**src/pmc_defs.svh**
```systemverilog
// Summary of operation
// - idle halts instruction execution until reset or interrupt.
// - in idle peripherals stay clocked; their interrupts restart the processor.
// - idle stops processor, memories with controllers, and internal buses.
// - power-down stops the main oscillator and withholds all internal clocks.
// - power-down keeps all state and holds output pins static.
// - power-down ends on reset or a clockless wake interrupt.
// - rtc runs in power-down only when clocked from the 32 kHz source.
// - deep power-down unpowers all but rtc, i/o, memory and 32 kHz oscillator.
// - memory and 32 kHz oscillator each have their own off control.
// - only chosen memory and three general registers survive deep power-down.
// - leaving deep power-down needs a full chip reset.
// - rtc supply comes from core supply when present, else battery.
// - each peripheral has its own off control, in active and idle.
// - divider gives full, half and quarter processor clock rate.
// - after reset the divider selects quarter rate.
// - pll stays active during idle since it feeds the divider.
// - three external interrupts, each edge or level sensitive.
// - each external interrupt individually enables wake from both power-downs.
// - capture interrupts never wake the device from power-down.
`ifndef PMC_DEFS_SVH
`define PMC_DEFS_SVH
`define REG_MODE 8'h00
`define REG_PERIPH_PWR 8'h04
`define REG_DIV 8'h08
`define REG_EXT_CFG 8'h0c
`define REG_EXT_FLAG 8'h10
`define REG_STATUS 8'h14
`define REG_GP0 8'h18
`define REG_GP1 8'h1c
`define REG_GP2 8'h20
`define MODE_IDLE_BIT 0
`define MODE_PDOWN_BIT 1
`define MODE_DEEP_BIT 2
`define CFG_EDGE_LSB 0
`define CFG_POL_LSB 4
`define CFG_WAKE_LSB 8
`define CFG_SRAM_KEEP_BIT 16
`define CFG_OSC32_KEEP_BIT 17
`define CFG_RTC_EXT_BIT 18
`define DIV_QUARTER 2'h0
`define DIV_FULL 2'h1
`define DIV_HALF 2'h2
`define DIV_RST 2'h0
`define PERIPH_PWR_RST 16'hffff
`define PERIPH_MAX 16
`define EXT_COUNT 3
`define CLK_PERIOD_NS 8
`define OSC_STABLE_NS 500000
`define OSC_STABLE_CYCLES ((`OSC_STABLE_NS + `CLK_PERIOD_NS - 1) / `CLK_PERIOD_NS)
`define RESP_OKAY 2'h0
`define RESP_SLVERR 2'h2
`endif

```
**src/power_pkg.sv**
```systemverilog
`default_nettype none
package power_pkg;
	typedef enum logic [2:0] {RUNNING, IDLING, POWERED_DOWN, OSC_SETTLING, DEEP_DOWN} mode_type;
	typedef struct packed {
		mode_type mode;
		logic [23:0] osc_cnt;
		logic [1:0] div_cnt;
		logic [1:0] div_sel;
		logic [15:0] periph_pwr;
		logic [2:0] edge_mode;
		logic [2:0] pol_high;
		logic [2:0] wake_en;
		logic sram_keep;
		logic osc32_keep;
		logic rtc_ext;
		logic [2:0] flag;
		logic [2:0] pin_s1;
		logic [2:0] pin_s2;
		logic [2:0] pin_prev;
		logic sup_s1;
		logic sup_s2;
		logic [2:0][31:0] gp;
		logic aw_have;
		logic [7:0] awaddr;
		logic w_have;
		logic [31:0] wdata;
		logic [3:0] wstrb;
		logic awready;
		logic wready;
		logic bvalid;
		logic [1:0] bresp;
		logic arready;
		logic rvalid;
		logic [31:0] rdata;
		logic [1:0] rresp;
		logic cpu_halt;
		logic core_clk_en;
		logic cpu_irq;
		logic pclk_en;
		logic [15:0] periph_clk_en;
		logic osc_en;
		logic pll_en;
		logic pins_hold;
		logic rtc_run;
		logic rtc_from_core;
		logic logic_pwr;
		logic sram_pwr;
		logic osc32_pwr;
		logic reset_req;
	} state_type;
endpackage
`default_nettype wire

```
**src/power_mode_and_pclk_control.sv**
```systemverilog
`include "pmc_defs.svh"
`default_nettype none
module power_mode_and_pclk_control #(
	parameter int N_PERIPH = `PERIPH_MAX,
	parameter int OSC_WAIT = `OSC_STABLE_CYCLES
) (
	// clock and reset
	input wire logic aclk,
	input wire logic aresetn,
	// axi4-lite write
	input wire logic awvalid,
	output logic awready,
	input wire logic [7:0] awaddr,
	input wire logic wvalid,
	output logic wready,
	input wire logic [31:0] wdata,
	input wire logic [3:0] wstrb,
	output logic bvalid,
	input wire logic bready,
	output logic [1:0] bresp,
	// axi4-lite read
	input wire logic arvalid,
	output logic arready,
	input wire logic [7:0] araddr,
	output logic rvalid,
	input wire logic rready,
	output logic [31:0] rdata,
	output logic [1:0] rresp,
	// pins and on-chip sources
	input wire logic [2:0] ext_int_pin,
	input wire logic core_supply_present,
	input wire logic [9:0] capture_irq,
	input wire logic periph_irq,
	input wire logic pll_running,
	// processor side
	output logic cpu_halt,
	output logic core_clk_en,
	output logic cpu_irq,
	// clocks and power
	output logic pclk_en,
	output logic [15:0] periph_clk_en,
	output logic osc_en,
	output logic pll_en,
	output logic pins_hold,
	output logic rtc_run,
	output logic rtc_supply_from_core,
	output logic logic_pwr_en,
	output logic sram_pwr_en,
	output logic osc32_pwr_en,
	output logic chip_reset_req
);

	initial begin
		if (N_PERIPH < 1 || N_PERIPH > `PERIPH_MAX)
			$error("N_PERIPH out of range");
		if (OSC_WAIT < 1 || OSC_WAIT >= (1 << 24))
			$error("OSC_WAIT out of range");
	end

	localparam logic [23:0] OSC_LAST = 24'(OSC_WAIT - 1);

	power_pkg::state_type s;
	power_pkg::state_type next_s;

	////////////////////////////////////////////////////////////////////////
	// register view

	function automatic logic [31:0] reg_word(input power_pkg::state_type r, input logic [7:0] a);
		logic [31:0] v;
		v = 32'h0000_0000;
		case (a)
			`REG_MODE: begin
				v[`MODE_IDLE_BIT] = (r.mode == power_pkg::IDLING);
				v[`MODE_PDOWN_BIT] = (r.mode == power_pkg::POWERED_DOWN);
				v[`MODE_DEEP_BIT] = (r.mode == power_pkg::DEEP_DOWN);
			end
			`REG_PERIPH_PWR: v[15:0] = r.periph_pwr;
			`REG_DIV: v[1:0] = r.div_sel;
			`REG_EXT_CFG: begin
				v[`CFG_EDGE_LSB +: 3] = r.edge_mode;
				v[`CFG_POL_LSB +: 3] = r.pol_high;
				v[`CFG_WAKE_LSB +: 3] = r.wake_en;
				v[`CFG_SRAM_KEEP_BIT] = r.sram_keep;
				v[`CFG_OSC32_KEEP_BIT] = r.osc32_keep;
				v[`CFG_RTC_EXT_BIT] = r.rtc_ext;
			end
			`REG_EXT_FLAG: v[2:0] = r.flag;
			`REG_STATUS: v[2:0] = {pll_running, r.sup_s2, r.mode == power_pkg::OSC_SETTLING};
			`REG_GP0: v = r.gp[0];
			`REG_GP1: v = r.gp[1];
			`REG_GP2: v = r.gp[2];
			default: v = 32'h0000_0000;
		endcase
		return v;
	endfunction

	function automatic logic mapped(input logic [7:0] a);
		return a inside {`REG_MODE, `REG_PERIPH_PWR, `REG_DIV, `REG_EXT_CFG, `REG_EXT_FLAG,
			`REG_STATUS, `REG_GP0, `REG_GP1, `REG_GP2};
	endfunction

	////////////////////////////////////////////////////////////////////////
	// next state

	always_comb begin
		logic [31:0] m;
		logic [2:0] req;
		logic [2:0] clr;
		logic [2:0] act;
		logic [2:0] act_prev;
		logic any_irq;
		logic wake;
		logic on;
		logic [1:0] term;
		m = 32'h0000_0000;
		req = 3'h0;
		clr = 3'h0;
		act = 3'h0;
		act_prev = 3'h0;
		any_irq = 1'b0;
		wake = 1'b0;
		on = 1'b0;
		term = 2'h3;
		next_s = s;
		next_s.pclk_en = 1'b0;
		// two-flop synchronisers
		next_s.pin_s1 = ext_int_pin;
		next_s.pin_s2 = s.pin_s1;
		next_s.pin_prev = s.pin_s2;
		next_s.sup_s1 = core_supply_present;
		next_s.sup_s2 = s.sup_s1;
		// write channel
		if (awvalid && s.awready) begin
			next_s.aw_have = 1'b1;
			next_s.awaddr = awaddr;
		end
		if (wvalid && s.wready) begin
			next_s.w_have = 1'b1;
			next_s.wdata = wdata;
			next_s.wstrb = wstrb;
		end
		if (s.bvalid && bready)
			next_s.bvalid = 1'b0;
		if (s.aw_have && s.w_have && !s.bvalid) begin
			m = reg_word(s, s.awaddr);
			for (int b = 0; b < 4; b++) begin
				if (s.wstrb[b])
					m[8*b +: 8] = s.wdata[8*b +: 8];
			end
			next_s.aw_have = 1'b0;
			next_s.w_have = 1'b0;
			next_s.bvalid = 1'b1;
			next_s.bresp = mapped(s.awaddr) ? `RESP_OKAY : `RESP_SLVERR;
			case (s.awaddr)
				`REG_MODE: req = s.wdata[2:0] & {3{s.wstrb[0]}};
				`REG_PERIPH_PWR: next_s.periph_pwr = m[15:0];
				`REG_DIV: next_s.div_sel = m[1:0];
				`REG_EXT_CFG: begin
					next_s.edge_mode = m[`CFG_EDGE_LSB +: 3];
					next_s.pol_high = m[`CFG_POL_LSB +: 3];
					next_s.wake_en = m[`CFG_WAKE_LSB +: 3];
					next_s.sram_keep = m[`CFG_SRAM_KEEP_BIT];
					next_s.osc32_keep = m[`CFG_OSC32_KEEP_BIT];
					next_s.rtc_ext = m[`CFG_RTC_EXT_BIT];
				end
				`REG_EXT_FLAG: clr = s.wdata[2:0] & {3{s.wstrb[0]}};
				`REG_GP0: next_s.gp[0] = m;
				`REG_GP1: next_s.gp[1] = m;
				`REG_GP2: next_s.gp[2] = m;
				default: m = 32'h0000_0000;
			endcase
		end
		next_s.awready = !next_s.aw_have && !next_s.bvalid;
		next_s.wready = !next_s.w_have && !next_s.bvalid;
		// read channel
		if (s.rvalid && rready)
			next_s.rvalid = 1'b0;
		if (arvalid && s.arready) begin
			next_s.rvalid = 1'b1;
			next_s.rdata = reg_word(s, araddr);
			next_s.rresp = mapped(araddr) ? `RESP_OKAY : `RESP_SLVERR;
		end
		next_s.arready = !next_s.rvalid;
		// external interrupt flags, a new edge beats a clear
		act = ~(s.pin_s2 ^ s.pol_high);
		act_prev = ~(s.pin_prev ^ s.pol_high);
		for (int i = 0; i < `EXT_COUNT; i++) begin
			if (s.edge_mode[i])
				next_s.flag[i] = (act[i] && !act_prev[i]) || (s.flag[i] && !clr[i]);
			else
				next_s.flag[i] = act[i];
		end
		// capture inputs interrupt only, never wake
		any_irq = (|s.flag) || periph_irq || (|capture_irq);
		wake = |(s.flag & s.wake_en);
		// mode sequencing
		unique case (s.mode)
			power_pkg::RUNNING: begin
				if (req[`MODE_DEEP_BIT])
					next_s.mode = power_pkg::DEEP_DOWN;
				else if (req[`MODE_PDOWN_BIT])
					next_s.mode = power_pkg::POWERED_DOWN;
				else if (req[`MODE_IDLE_BIT])
					next_s.mode = power_pkg::IDLING;
			end
			power_pkg::IDLING: begin
				if (any_irq)
					next_s.mode = power_pkg::RUNNING;
			end
			power_pkg::POWERED_DOWN: begin
				if (wake) begin
					next_s.mode = power_pkg::OSC_SETTLING;
					next_s.osc_cnt = 24'h00_0000;
				end
			end
			power_pkg::OSC_SETTLING: begin
				if (s.osc_cnt == OSC_LAST)
					next_s.mode = power_pkg::RUNNING;
				else
					next_s.osc_cnt = s.osc_cnt + 24'h00_0001;
			end
			power_pkg::DEEP_DOWN: begin
				if (wake)
					next_s.reset_req = 1'b1;
			end
		endcase
		// clocks follow the coming mode
		on = next_s.mode inside {power_pkg::RUNNING, power_pkg::IDLING};
		next_s.cpu_halt = next_s.mode != power_pkg::RUNNING;
		next_s.core_clk_en = next_s.mode == power_pkg::RUNNING;
		next_s.cpu_irq = any_irq;
		unique case (s.div_sel)
			`DIV_FULL: term = 2'h0;
			`DIV_HALF: term = 2'h1;
			default: term = 2'h3;
		endcase
		if (on) begin
			next_s.pclk_en = s.div_cnt >= term;
			next_s.div_cnt = (s.div_cnt >= term) ? 2'h0 : s.div_cnt + 2'h1;
		end else begin
			next_s.div_cnt = 2'h0;
		end
		for (int p = 0; p < `PERIPH_MAX; p++)
			next_s.periph_clk_en[p] = on && next_s.periph_pwr[p] && (p < N_PERIPH);
		next_s.osc_en = !(next_s.mode inside {power_pkg::POWERED_DOWN,
			power_pkg::DEEP_DOWN});
		next_s.pll_en = on;
		next_s.pins_hold = !on;
		next_s.rtc_run = on || next_s.rtc_ext;
		next_s.rtc_from_core = s.sup_s2;
		next_s.logic_pwr = next_s.mode != power_pkg::DEEP_DOWN;
		next_s.sram_pwr = next_s.logic_pwr || next_s.sram_keep;
		next_s.osc32_pwr = next_s.logic_pwr || next_s.osc32_keep;
	end

	////////////////////////////////////////////////////////////////////////
	// state register

	always_ff @(posedge aclk) begin
		if (!aresetn) begin
			s <= '0;
			s.gp <= s.gp;
			s.periph_pwr <= `PERIPH_PWR_RST;
			s.div_sel <= `DIV_RST;
			s.awready <= 1'b1;
			s.wready <= 1'b1;
			s.arready <= 1'b1;
			s.osc_en <= 1'b1;
			s.pll_en <= 1'b1;
			s.rtc_run <= 1'b1;
			s.logic_pwr <= 1'b1;
			s.sram_pwr <= 1'b1;
			s.osc32_pwr <= 1'b1;
		end else begin
			s <= next_s;
		end
	end

	assign awready = s.awready;
	assign wready = s.wready;
	assign bvalid = s.bvalid;
	assign bresp = s.bresp;
	assign arready = s.arready;
	assign rvalid = s.rvalid;
	assign rdata = s.rdata;
	assign rresp = s.rresp;
	assign cpu_halt = s.cpu_halt;
	assign core_clk_en = s.core_clk_en;
	assign cpu_irq = s.cpu_irq;
	assign pclk_en = s.pclk_en;
	assign periph_clk_en = s.periph_clk_en;
	assign osc_en = s.osc_en;
	assign pll_en = s.pll_en;
	assign pins_hold = s.pins_hold;
	assign rtc_run = s.rtc_run;
	assign rtc_supply_from_core = s.rtc_from_core;
	assign logic_pwr_en = s.logic_pwr;
	assign sram_pwr_en = s.sram_pwr;
	assign osc32_pwr_en = s.osc32_pwr;
	assign chip_reset_req = s.reset_req;
endmodule // power_mode_and_pclk_control
`default_nettype wire

```
**config.mk**
```make
export PLATFORM = sky130hd
export DESIGN_NAME = power_mode_and_pclk_control
export DESIGN_NICKNAME = d
export VERILOG_FILES = /design/src/power_pkg.sv /design/src/power_mode_and_pclk_control.sv
export VERILOG_INCLUDE_DIRS = /design/src
export SDC_FILE = /design/constraint.sdc
export NUM_CORES = 1
export LEC_CHECK = 0
export BUFFER_PORTS_ARGS = -buffer_cell sky130_fd_sc_hd__clkbuf_2
export CAP_MARGIN = 20
export CORE_ASPECT_RATIO = 1.75
export CORE_MARGIN = 4
export CORE_UTILIZATION = 40
export DETAILED_ROUTE_END_ITERATION = 7
export GPL_ROUTABILITY_DRIVEN = 1
export HOLD_SLACK_MARGIN = 0.02
export SETUP_SLACK_MARGIN = 0.4
export SYNTH_ARGS = -nofsm -noshare
export SYNTH_HDL_FRONTEND = slang
export SYNTH_SLANG_ARGS = --single-unit
export TNS_END_PERCENT = 10
```
**constraint.sdc**
```tcl
create_clock -name aclk -period 6.7 [get_ports aclk]
set_input_delay 2.01 -clock aclk [delete_from_list [all_inputs] [get_ports aclk]]
set_output_delay 2.01 -clock aclk [all_outputs]
set_load 0.05 [all_outputs]
```
; ---- Word-level counts from Yosys, hierarchy flattened
; Index checks and enable logic that the tools add are counted.
[totals]
input_bits = 75
reg_bits = 285
out_inout_bits = 70
[classes]
n_bitwise = 8
eq_ne = 29
muxes = 52
addsub = 2
magnitude_cmp = 1
n_reduce_logical = 74
[op_table]
columns = operator, n
row1 = 13-bit one-hot mux with 3 select lines, 2
row2 = 8-bit by 5-bit equality test with 1-bit output (second input constant), 8
row3 = 24-bit one-hot mux with 2 select lines, 1
row4 = 3-bit one-hot mux with 5 select lines, 3
row5 = 5-bit one-hot mux with 4 select lines, 2
row6 = 37-bit two-way mux, 1
row7 = 3-bit one-hot mux with 4 select lines, 3
row8 = 35-bit two-way mux, 1
row9 = 8-bit by 4-bit equality test with 1-bit output (second input constant), 4
row10 = 8-bit two-way mux, 4
row11 = 1-bit logical AND, 31
row12 = 3-bit two-way mux, 10
row13 = 28-bit two-way mux, 1
row14 = 27-bit two-way mux, 1
row15 = 24-bit by 1-bit adder with 24-bit output (second input constant), 1
row16 = 24-bit by 16-bit equality test with 1-bit output (second input constant), 1
row17 = 24-bit two-way mux, 1
row18 = 2-bit one-hot mux with 9 select lines, 1
row19 = 9-bit nonzero test, 2
row20 = 8-bit by 3-bit equality test with 1-bit output (second input constant), 2
row21 = 8-bit by 6-bit equality test with 1-bit output (second input constant), 2
row22 = 8-bit logical NOT, 2
row23 = 16-bit two-way mux, 1
row24 = 1-bit one-hot mux with 4 select lines, 4
row25 = other kinds (30), 77

; ---- Longest topological paths before layout
; Gate-level depths: netlist (run 1).
[logic_depth]
word_depth = 11
mapped_depth = 9
mapped_depth_nobuf = 8

; ---- Worst setup path after synthesis (run 1)
; Ideal clock, no wire load.
[synth_timing]
kind = input to register
from = in aresetn
to = reg s[148] in the netlist's numbering, enable pin
path_buffers = 2
setup_slack_ps = 320
t_arrival_ps = 5879
setup_time_ps = 501
cell_stages = 4
required_time_ps = 6199
path_cell_list = clkbuf_1 > clkinv_1 > clkbuf_1 > nor4_1
[synth_via]
elab_chain_len = 1
[synth_lines]
columns = element, line_no
row1 = from (decl), power_mode_and_pclk_control.sv:9  ; input wire logic aresetn,
row2 = 3-bit AND reduction (no line), n/a
row3 = to (signal assigned), power_mode_and_pclk_control.sv:275  ; s <= next_s;
row4 = to (decl), power_mode_and_pclk_control.sv:62  ; power_pkg::state_type s;
; Every way passes these cells.
; A chain may end at the register's enable or synchronous reset.

; ---- Worst setup path after layout (run 1)
[layout_timing]
from = in aresetn
to = reg s[156] in the netlist's numbering, enable pin
; The elaborated chain is that of the path after synthesis.

==> results of run 1 <==
## worst register-to-register path, cell delays in order (launching register included)
cell and delay (ps):
dfxtp_1 560, buf_4 360, or4b_4 580, nor3_2 850, buf_4 430, a221o_1 230, a21oi_1 50, a21oi_1 300
## registers in the layout, summed over array words and instances (netlist names), 8 cells and up
name,flops
s,207
rdata,32
periph_clk_en,16
next_s,8
## how the worst min path moves through the flow
stage | cells past startpoint | startpoint | end | slack (ps)
after floorplan | 1 | next_s[217]$_SDFF_PN0_ | next_s[214]$_SDFF_PN0_ | 410
after global placement | 1 | next_s[218]$_SDFF_PN0_ | next_s[215]$_SDFF_PN0_ | 430
after detailed placement | 1 | next_s[217]$_SDFF_PN0_ | next_s[214]$_SDFF_PN0_ | 420
after CTS | 1 | next_s[212]$_SDFF_PN0_ | next_s[4]$_SDFF_PN0_ | 440
after global routing | 1 | next_s[212]$_SDFF_PN0_ | next_s[4]$_SDFF_PN0_ | 460
final | 1 | next_s[218]$_SDFF_PN0_ | next_s[215]$_SDFF_PN0_ | 440
## layout make-up
class                   count  area (um2)
clock buffers              32         737
clock inverters            20         275
fillers                  3148       17600
inverters                  36         135
multi-input cells         889        5450
flip-flops and latches    283        6630
well taps                 400         500
repair buffers            165         891
## kinds of logic (layout without fill, tap and decap cells)
logic type / count (synthesis) / in the layout / share of synthesized area (%)
buffers and inverters: 183 / 253 / 7.56
AOI/OAI and AO/OA: 320 / 320 / 16.5
DFF: 283 / 283 / 50.9
other: 1 / 2 / 0.0288
adders and majority gates: 4 / 4 / 0.384
muxes: 68 / 68 / 5.40
xor gates and xnor gates: 2 / 2 / 0.135
and+or+nand+nor: 493 / 493 / 19.1
## layout by cell type (no fill, tap or decap), types with 6 or more instances in the layout
cell type,count
a211oi_1,24
a21oi_1,107
a221oi_1,9
a222oi_1,16
a22o_1,7
a22oi_1,11
a31oi_1,12
a32oi_1,8
and2_1,17
and3_1,11
and3b_1,7
buf_4,22
bufinv_16,6
clkbuf_16,29
clkbuf_2,142
dfxtp_1,187
edfxtp_1,96
inv_1,35
mux2_2,8
mux2i_1,59
nand2_1,191
nand2b_1,9
nand3_1,26
nand3b_1,7
nand4_1,9
nor2_1,99
nor2b_1,9
nor3_1,25
nor4_1,9
o21ai_0,53
o22ai_1,10
o31ai_1,11
or3_1,17
or4_1,15
## power by group through the flow
stage | combinational, mW | clock (mW) | sequential [mW]
floorplan | 0.297 | 0 | 1.90
global placement | 0.390 | 0 | 1.91
detailed placement | 0.394 | 0 | 1.91
CTS | 0.395 | 1.75 | 1.88
global route | 0.429 | 1.82 | 1.88
finish | 0.395 | 1.73 | 1.88
## through the flow
stage / utilization [%] / area (um2) / std cells / total power, mW / setup slack [ps]
floorplan: - / 13000 / 1355 / 2.19 / 1280
finish: 45.4 / 14600 / 1825 / 4.00 / 2760
global placement: 42.2 / 13600 / 1772 / 2.30 / 2130
global route: 45.4 / 14600 / 1825 / 4.13 / 2600
CTS: 45.3 / 14600 / 1824 / 4.03 / 2700
detailed placement: 42.2 / 13600 / 1772 / 2.31 / 2120
## metal layers
| layer | GRT usage (%) | vias to the layer above | wire (um) |
|---|---|---|---|
| met4 | 9.42 | 0 | 1630 |
| met3 | 2.69 | 113 | 2350 |
| li1 | - | 4987 | - |
| met5 | 0 | - | 0 |
| met1 | 25.0 | 5053 | 15000 |
| met2 | 39.7 | 454 | 20600 |
==> run summary, run 1 <==
Synth top area share: 28.7%
unrepaired setup endpoints after global routing: false
VDD IR max: 191 uV
endpoints failing setup: 0
Worst-path clk slew: 60 ps
gr usage total: 21.7%
cell family with most CP delay: buffers and inverters
Synth async-reset ratio: 0%
CP max FO: 32
slew of the pin with the lowest slew margin: 1050 ps
max-cap viol count: 0
EDFF count, synth: 96
Logic pwr share: 9.9%
Ys Warns: 0
initial antenna violation count: 0
most frequent cells after synthesis: nand2_1 (191), dfxtp_1 (187), a21oi_1 (107)
Hold WC Path Type: flip-flop to flip-flop
vias: 10600
Worst slew margin: 29.3%
P_sw: 1.03 mW
core area: 32200 um2
synthesis-stage register bit count: 283
CTS tree: built
outcome: finished clean
Post-CTS Resized: 0
RePlAce Congestion: 0.861
worst reg2reg startpoint: s[111]$_SDFFE_PN0P_
Avg Inst Size Synth: 9.62 um2
final setup TNS: 0 ps
worst r2r dst: s[185]$_DFFE_PP_
num rows: 87
Startpoint Class: primary input
Worst path max stage delay: 840 ps
Clk network pwr share: 43.2%
critical-path cell list: clkbuf_2 > inv_2 > nor4_4 > buf_4
# IOs: 145
max frequency: 0.254 GHz
Chip Width: 144 um
DRC: 0
Post-Synthesis Cells: 1354
Hold Vio Cnt, Final: 0
Die ar.: 35600 um2
die height: 247 um
Worst Setup EP: s[156]$_DFFE_PP_
DP HPWL: 28100 um
Sw Ratio: 25.7%
Hold WS: 438 ps
CTS Sinks: 283
most common cell in the netlist: nand2_1
sequential share of power: 46.9%
Vias/cell: 5.81
Ant. Diodes: 0
Top FF cell, synth: dfxtp_1
Setup Buffers After CTS: 0
GR Overflow Total: 0
Worst setup startpoint: aresetn
internal power: 2.97 mW
Pre-Repair DR Iteration Count: 6
Yosys top cell by area: dfxtp_1
Buf/Inv on CP: 3
Num CTS Buffers: 28
min Tclk post-route: 3940 ps
Yosys cell types: 84
Area Overhead vs Synth: 12.2%
final wirelength: 39600 um
Worst EP required: 6910 ps
share of layout cells above drive strength 1: 17.7%
Slew Limit Fails: 0
vias in the first global route: 10600
Root Driver: clkbuf_16
H-tree Lvls: 1
most area-consuming cells after synthesis: dfxtp_1 (29%), edfxtp_1 (22%), nand2_1 (5.5%)
later-pin clock latency in the skew report: 560 ps
largest net degree at the start of global routing: 44
Pleak: 5.40 nW
R2R cell count: 7
CP Capture Type: flip-flop
Final ANT Viol Nets: 0
Setup CP Type: primary input to flip-flop
CP Depth: 4
flop-to-flop setup slack: 3120 ps
pwr dens: 274 nW/um2
initial core utilization: 40.4%
Detailed Route Iter0 Violations: 884
Critical Path AT: 4150 ps
final net count: 1482
first-pass GRT wire length: 60000 um
routed len/inst: 21.7 um
IO Port Bufs: 142
Worst Skew: 11.7 ps
register area share after synthesis: 50.9%
hold_buf cts: 0
period utilisation layout: 58.7%
cell area after synthesis: 13000 um2
Crit-path slowest cell: nor4_4
CTS max path bufs: 3
No activity file was read; power rests on OpenSTA's default activity.
==> inputs of run 2 (changes only) <==
clock period = 3.2 ns   (was 6.7 ns; I/O delays follow)
==> run summary, run 2 (synthesized netlist as in run 1, its figures left out) <==
CTS Sinks: 283 (unchanged)
Pleak: 5.56 nW (+3.0%)
GR Overflow Total: 0 (unchanged)
core area: 32200 um2 (unchanged)
Post-CTS Resized: 0 (unchanged)
CP Capture Type: flip-flop
unrepaired setup endpoints after global routing: false
RePlAce Congestion: 0.897 (+4.2%)
initial antenna violation count: 0 (unchanged)
Vias/cell: 5.75 (-1.1%)
gr usage total: 22.3% (+0.58 points)
most flop-heavy register: s
most frequent cells in the layout: nand2_1 (191), dfxtp_1 (187), clkbuf_2 (142)
commonest non-fill, non-tap cell in the layout: nand2_1
Slew Limit Fails: 0 (unchanged)
DP HPWL: 29300 um (+4.4%)
outcome: finished clean
final setup TNS: 0 ps (unchanged)
share of layout cells above drive strength 1: 19.0% (+1.3 points)
max frequency: 0.391 GHz
number of fillers in the final layout: 3131 (-0.54%)
num rows: 87 (unchanged)
critical-path cell list: nand4bb_1 > nor4_4 > buf_4
Hold WC Path Type: flip-flop to flip-flop
Num CTS Buffers: 28 (unchanged)
largest net degree at the start of global routing: 44 (unchanged)
min Tclk post-route: 2560 ps
IO Port Bufs: 142 (unchanged)
Critical Path AT: 2770 ps (-1380 ps)
vias: 10600 (+0.34%)
CTS max path bufs: 3 (unchanged)
Worst path max stage delay: 690 ps (-150 ps)
initial core utilization: 40.4% (unchanged)
Hold Vio Cnt, Final: 0 (unchanged)
Final ANT Viol Nets: 0 (unchanged)
Pre-Repair DR Iteration Count: 6 (unchanged)
Setup CP Type: flip-flop to flip-flop
Setup Buffers After CTS: 0 (unchanged)
max-cap viol count: 0 (unchanged)
die height: 247 um (unchanged)
period utilisation layout: 79.9%
Root Driver: clkbuf_16
vias in the first global route: 10700 (+1.6%)
later-pin clock latency in the skew report: 570 ps (about the same)
slew of the pin with the lowest slew margin: 884 ps (-170 ps)
Worst EP required: 3410 ps (-3500 ps)
pwr dens: 559 nW/um2 (+100%)
Worst slew margin: 41.0% (+12 points)
Chip Width: 144 um (unchanged)
final net count: 1508 (+1.8%)
Worst-path clk slew: 60 ps (about the same)
hold_buf cts: 0 (unchanged)
routed len/inst: 21.7 um (+0.30%)
fin util: 46.0% (+0.66 points)
Worst Skew: 17.2 ps (+5.51 ps)
endpoints failing setup: 0 (unchanged)
Buf/Inv on CP: 1 (-2)
CTS tree: built
final wirelength: 40300 um (+1.7%)
Hold WS: 432 ps (-5.42 ps)
Area Overhead vs Synth: 13.9%
# IOs: 145 (unchanged)
Ant. Diodes: 0 (unchanged)
Crit-path slowest cell: dfxtp_1
cell family with most CP delay: simple AND/OR/NAND/NOR gates
max reg flops: 207 (unchanged)
first-pass GRT wire length: 61600 um (+2.6%)
VDD IR max: 391 uV (+100%)
Detailed Route Iter0 Violations: 703 (-20%)
Die ar.: 35600 um2 (unchanged)
Startpoint Class: flip-flop
CP max FO: 25 (-22%)
DRC: 0 (unchanged)
H-tree Lvls: 1 (unchanged)
-- run 2: worst paths after layout --
kind                          startpoint                     end  slack, ps  depth (start not counted)
setup reg to reg     s[110]$_SDFFE_PN0P_        s[164]$_DFFE_PP_        640                          3
hold / removal    next_s[218]$_SDFF_PN0_  next_s[215]$_SDFF_PN0_        430                          1
setup / recovery     s[110]$_SDFFE_PN0P_        s[164]$_DFFE_PP_        640                          3
hold reg to reg   next_s[218]$_SDFF_PN0_  next_s[215]$_SDFF_PN0_        430                          1
-- run 2: per-stage QoR --
stage | instances | cell area (um2) | setup WS, ps | power, mW
floorplan | 1355 | 13100 | 377 | 4.60
global placement | 1799 | 13800 | 439 | 4.85
detailed placement | 1799 | 13800 | 423 | 4.86
CTS | 1851 | 14800 | 707 | 8.35
global route | 1851 | 14800 | 474 | 8.58
finish | 1851 | 14800 | 642 | 8.28
-- run 2: report_power, final --
part | switching [mW] | total (mW) | leakage [nW] | internal (mW)
clock | 1.44 | 3.50 | 0.490 | 2.06
combinational | 0.587 | 0.862 | 2.66 | 0.274
sequential | 0.102 | 3.92 | 2.41 | 3.82
total | 2.12 | 8.28 | 5.56 | 6.16
-- run 2: final cells by class --
class,instances,area (um2),share of cell area [%]
tap,400,500,3.38
multi-input combinational,889,5440,36.7
sequential,283,6630,44.7
clock inverter,14,150,1.01
clock buffer,38,832,5.61
timing repair buffer,191,1130,7.61
inverter,36,148,0.996
-- run 2: layer usage --
metal / vias to the layer above / part of all wire (%) / global-route usage [%]
li1: 5043 / - / -
met2: 404 / 53 / 41.4
met3: 96 / 5.7 / 3.17
met4: 0 / 4.5 / 9.67
met1: 5100 / 36 / 24.8
met5: - / 0 / 0
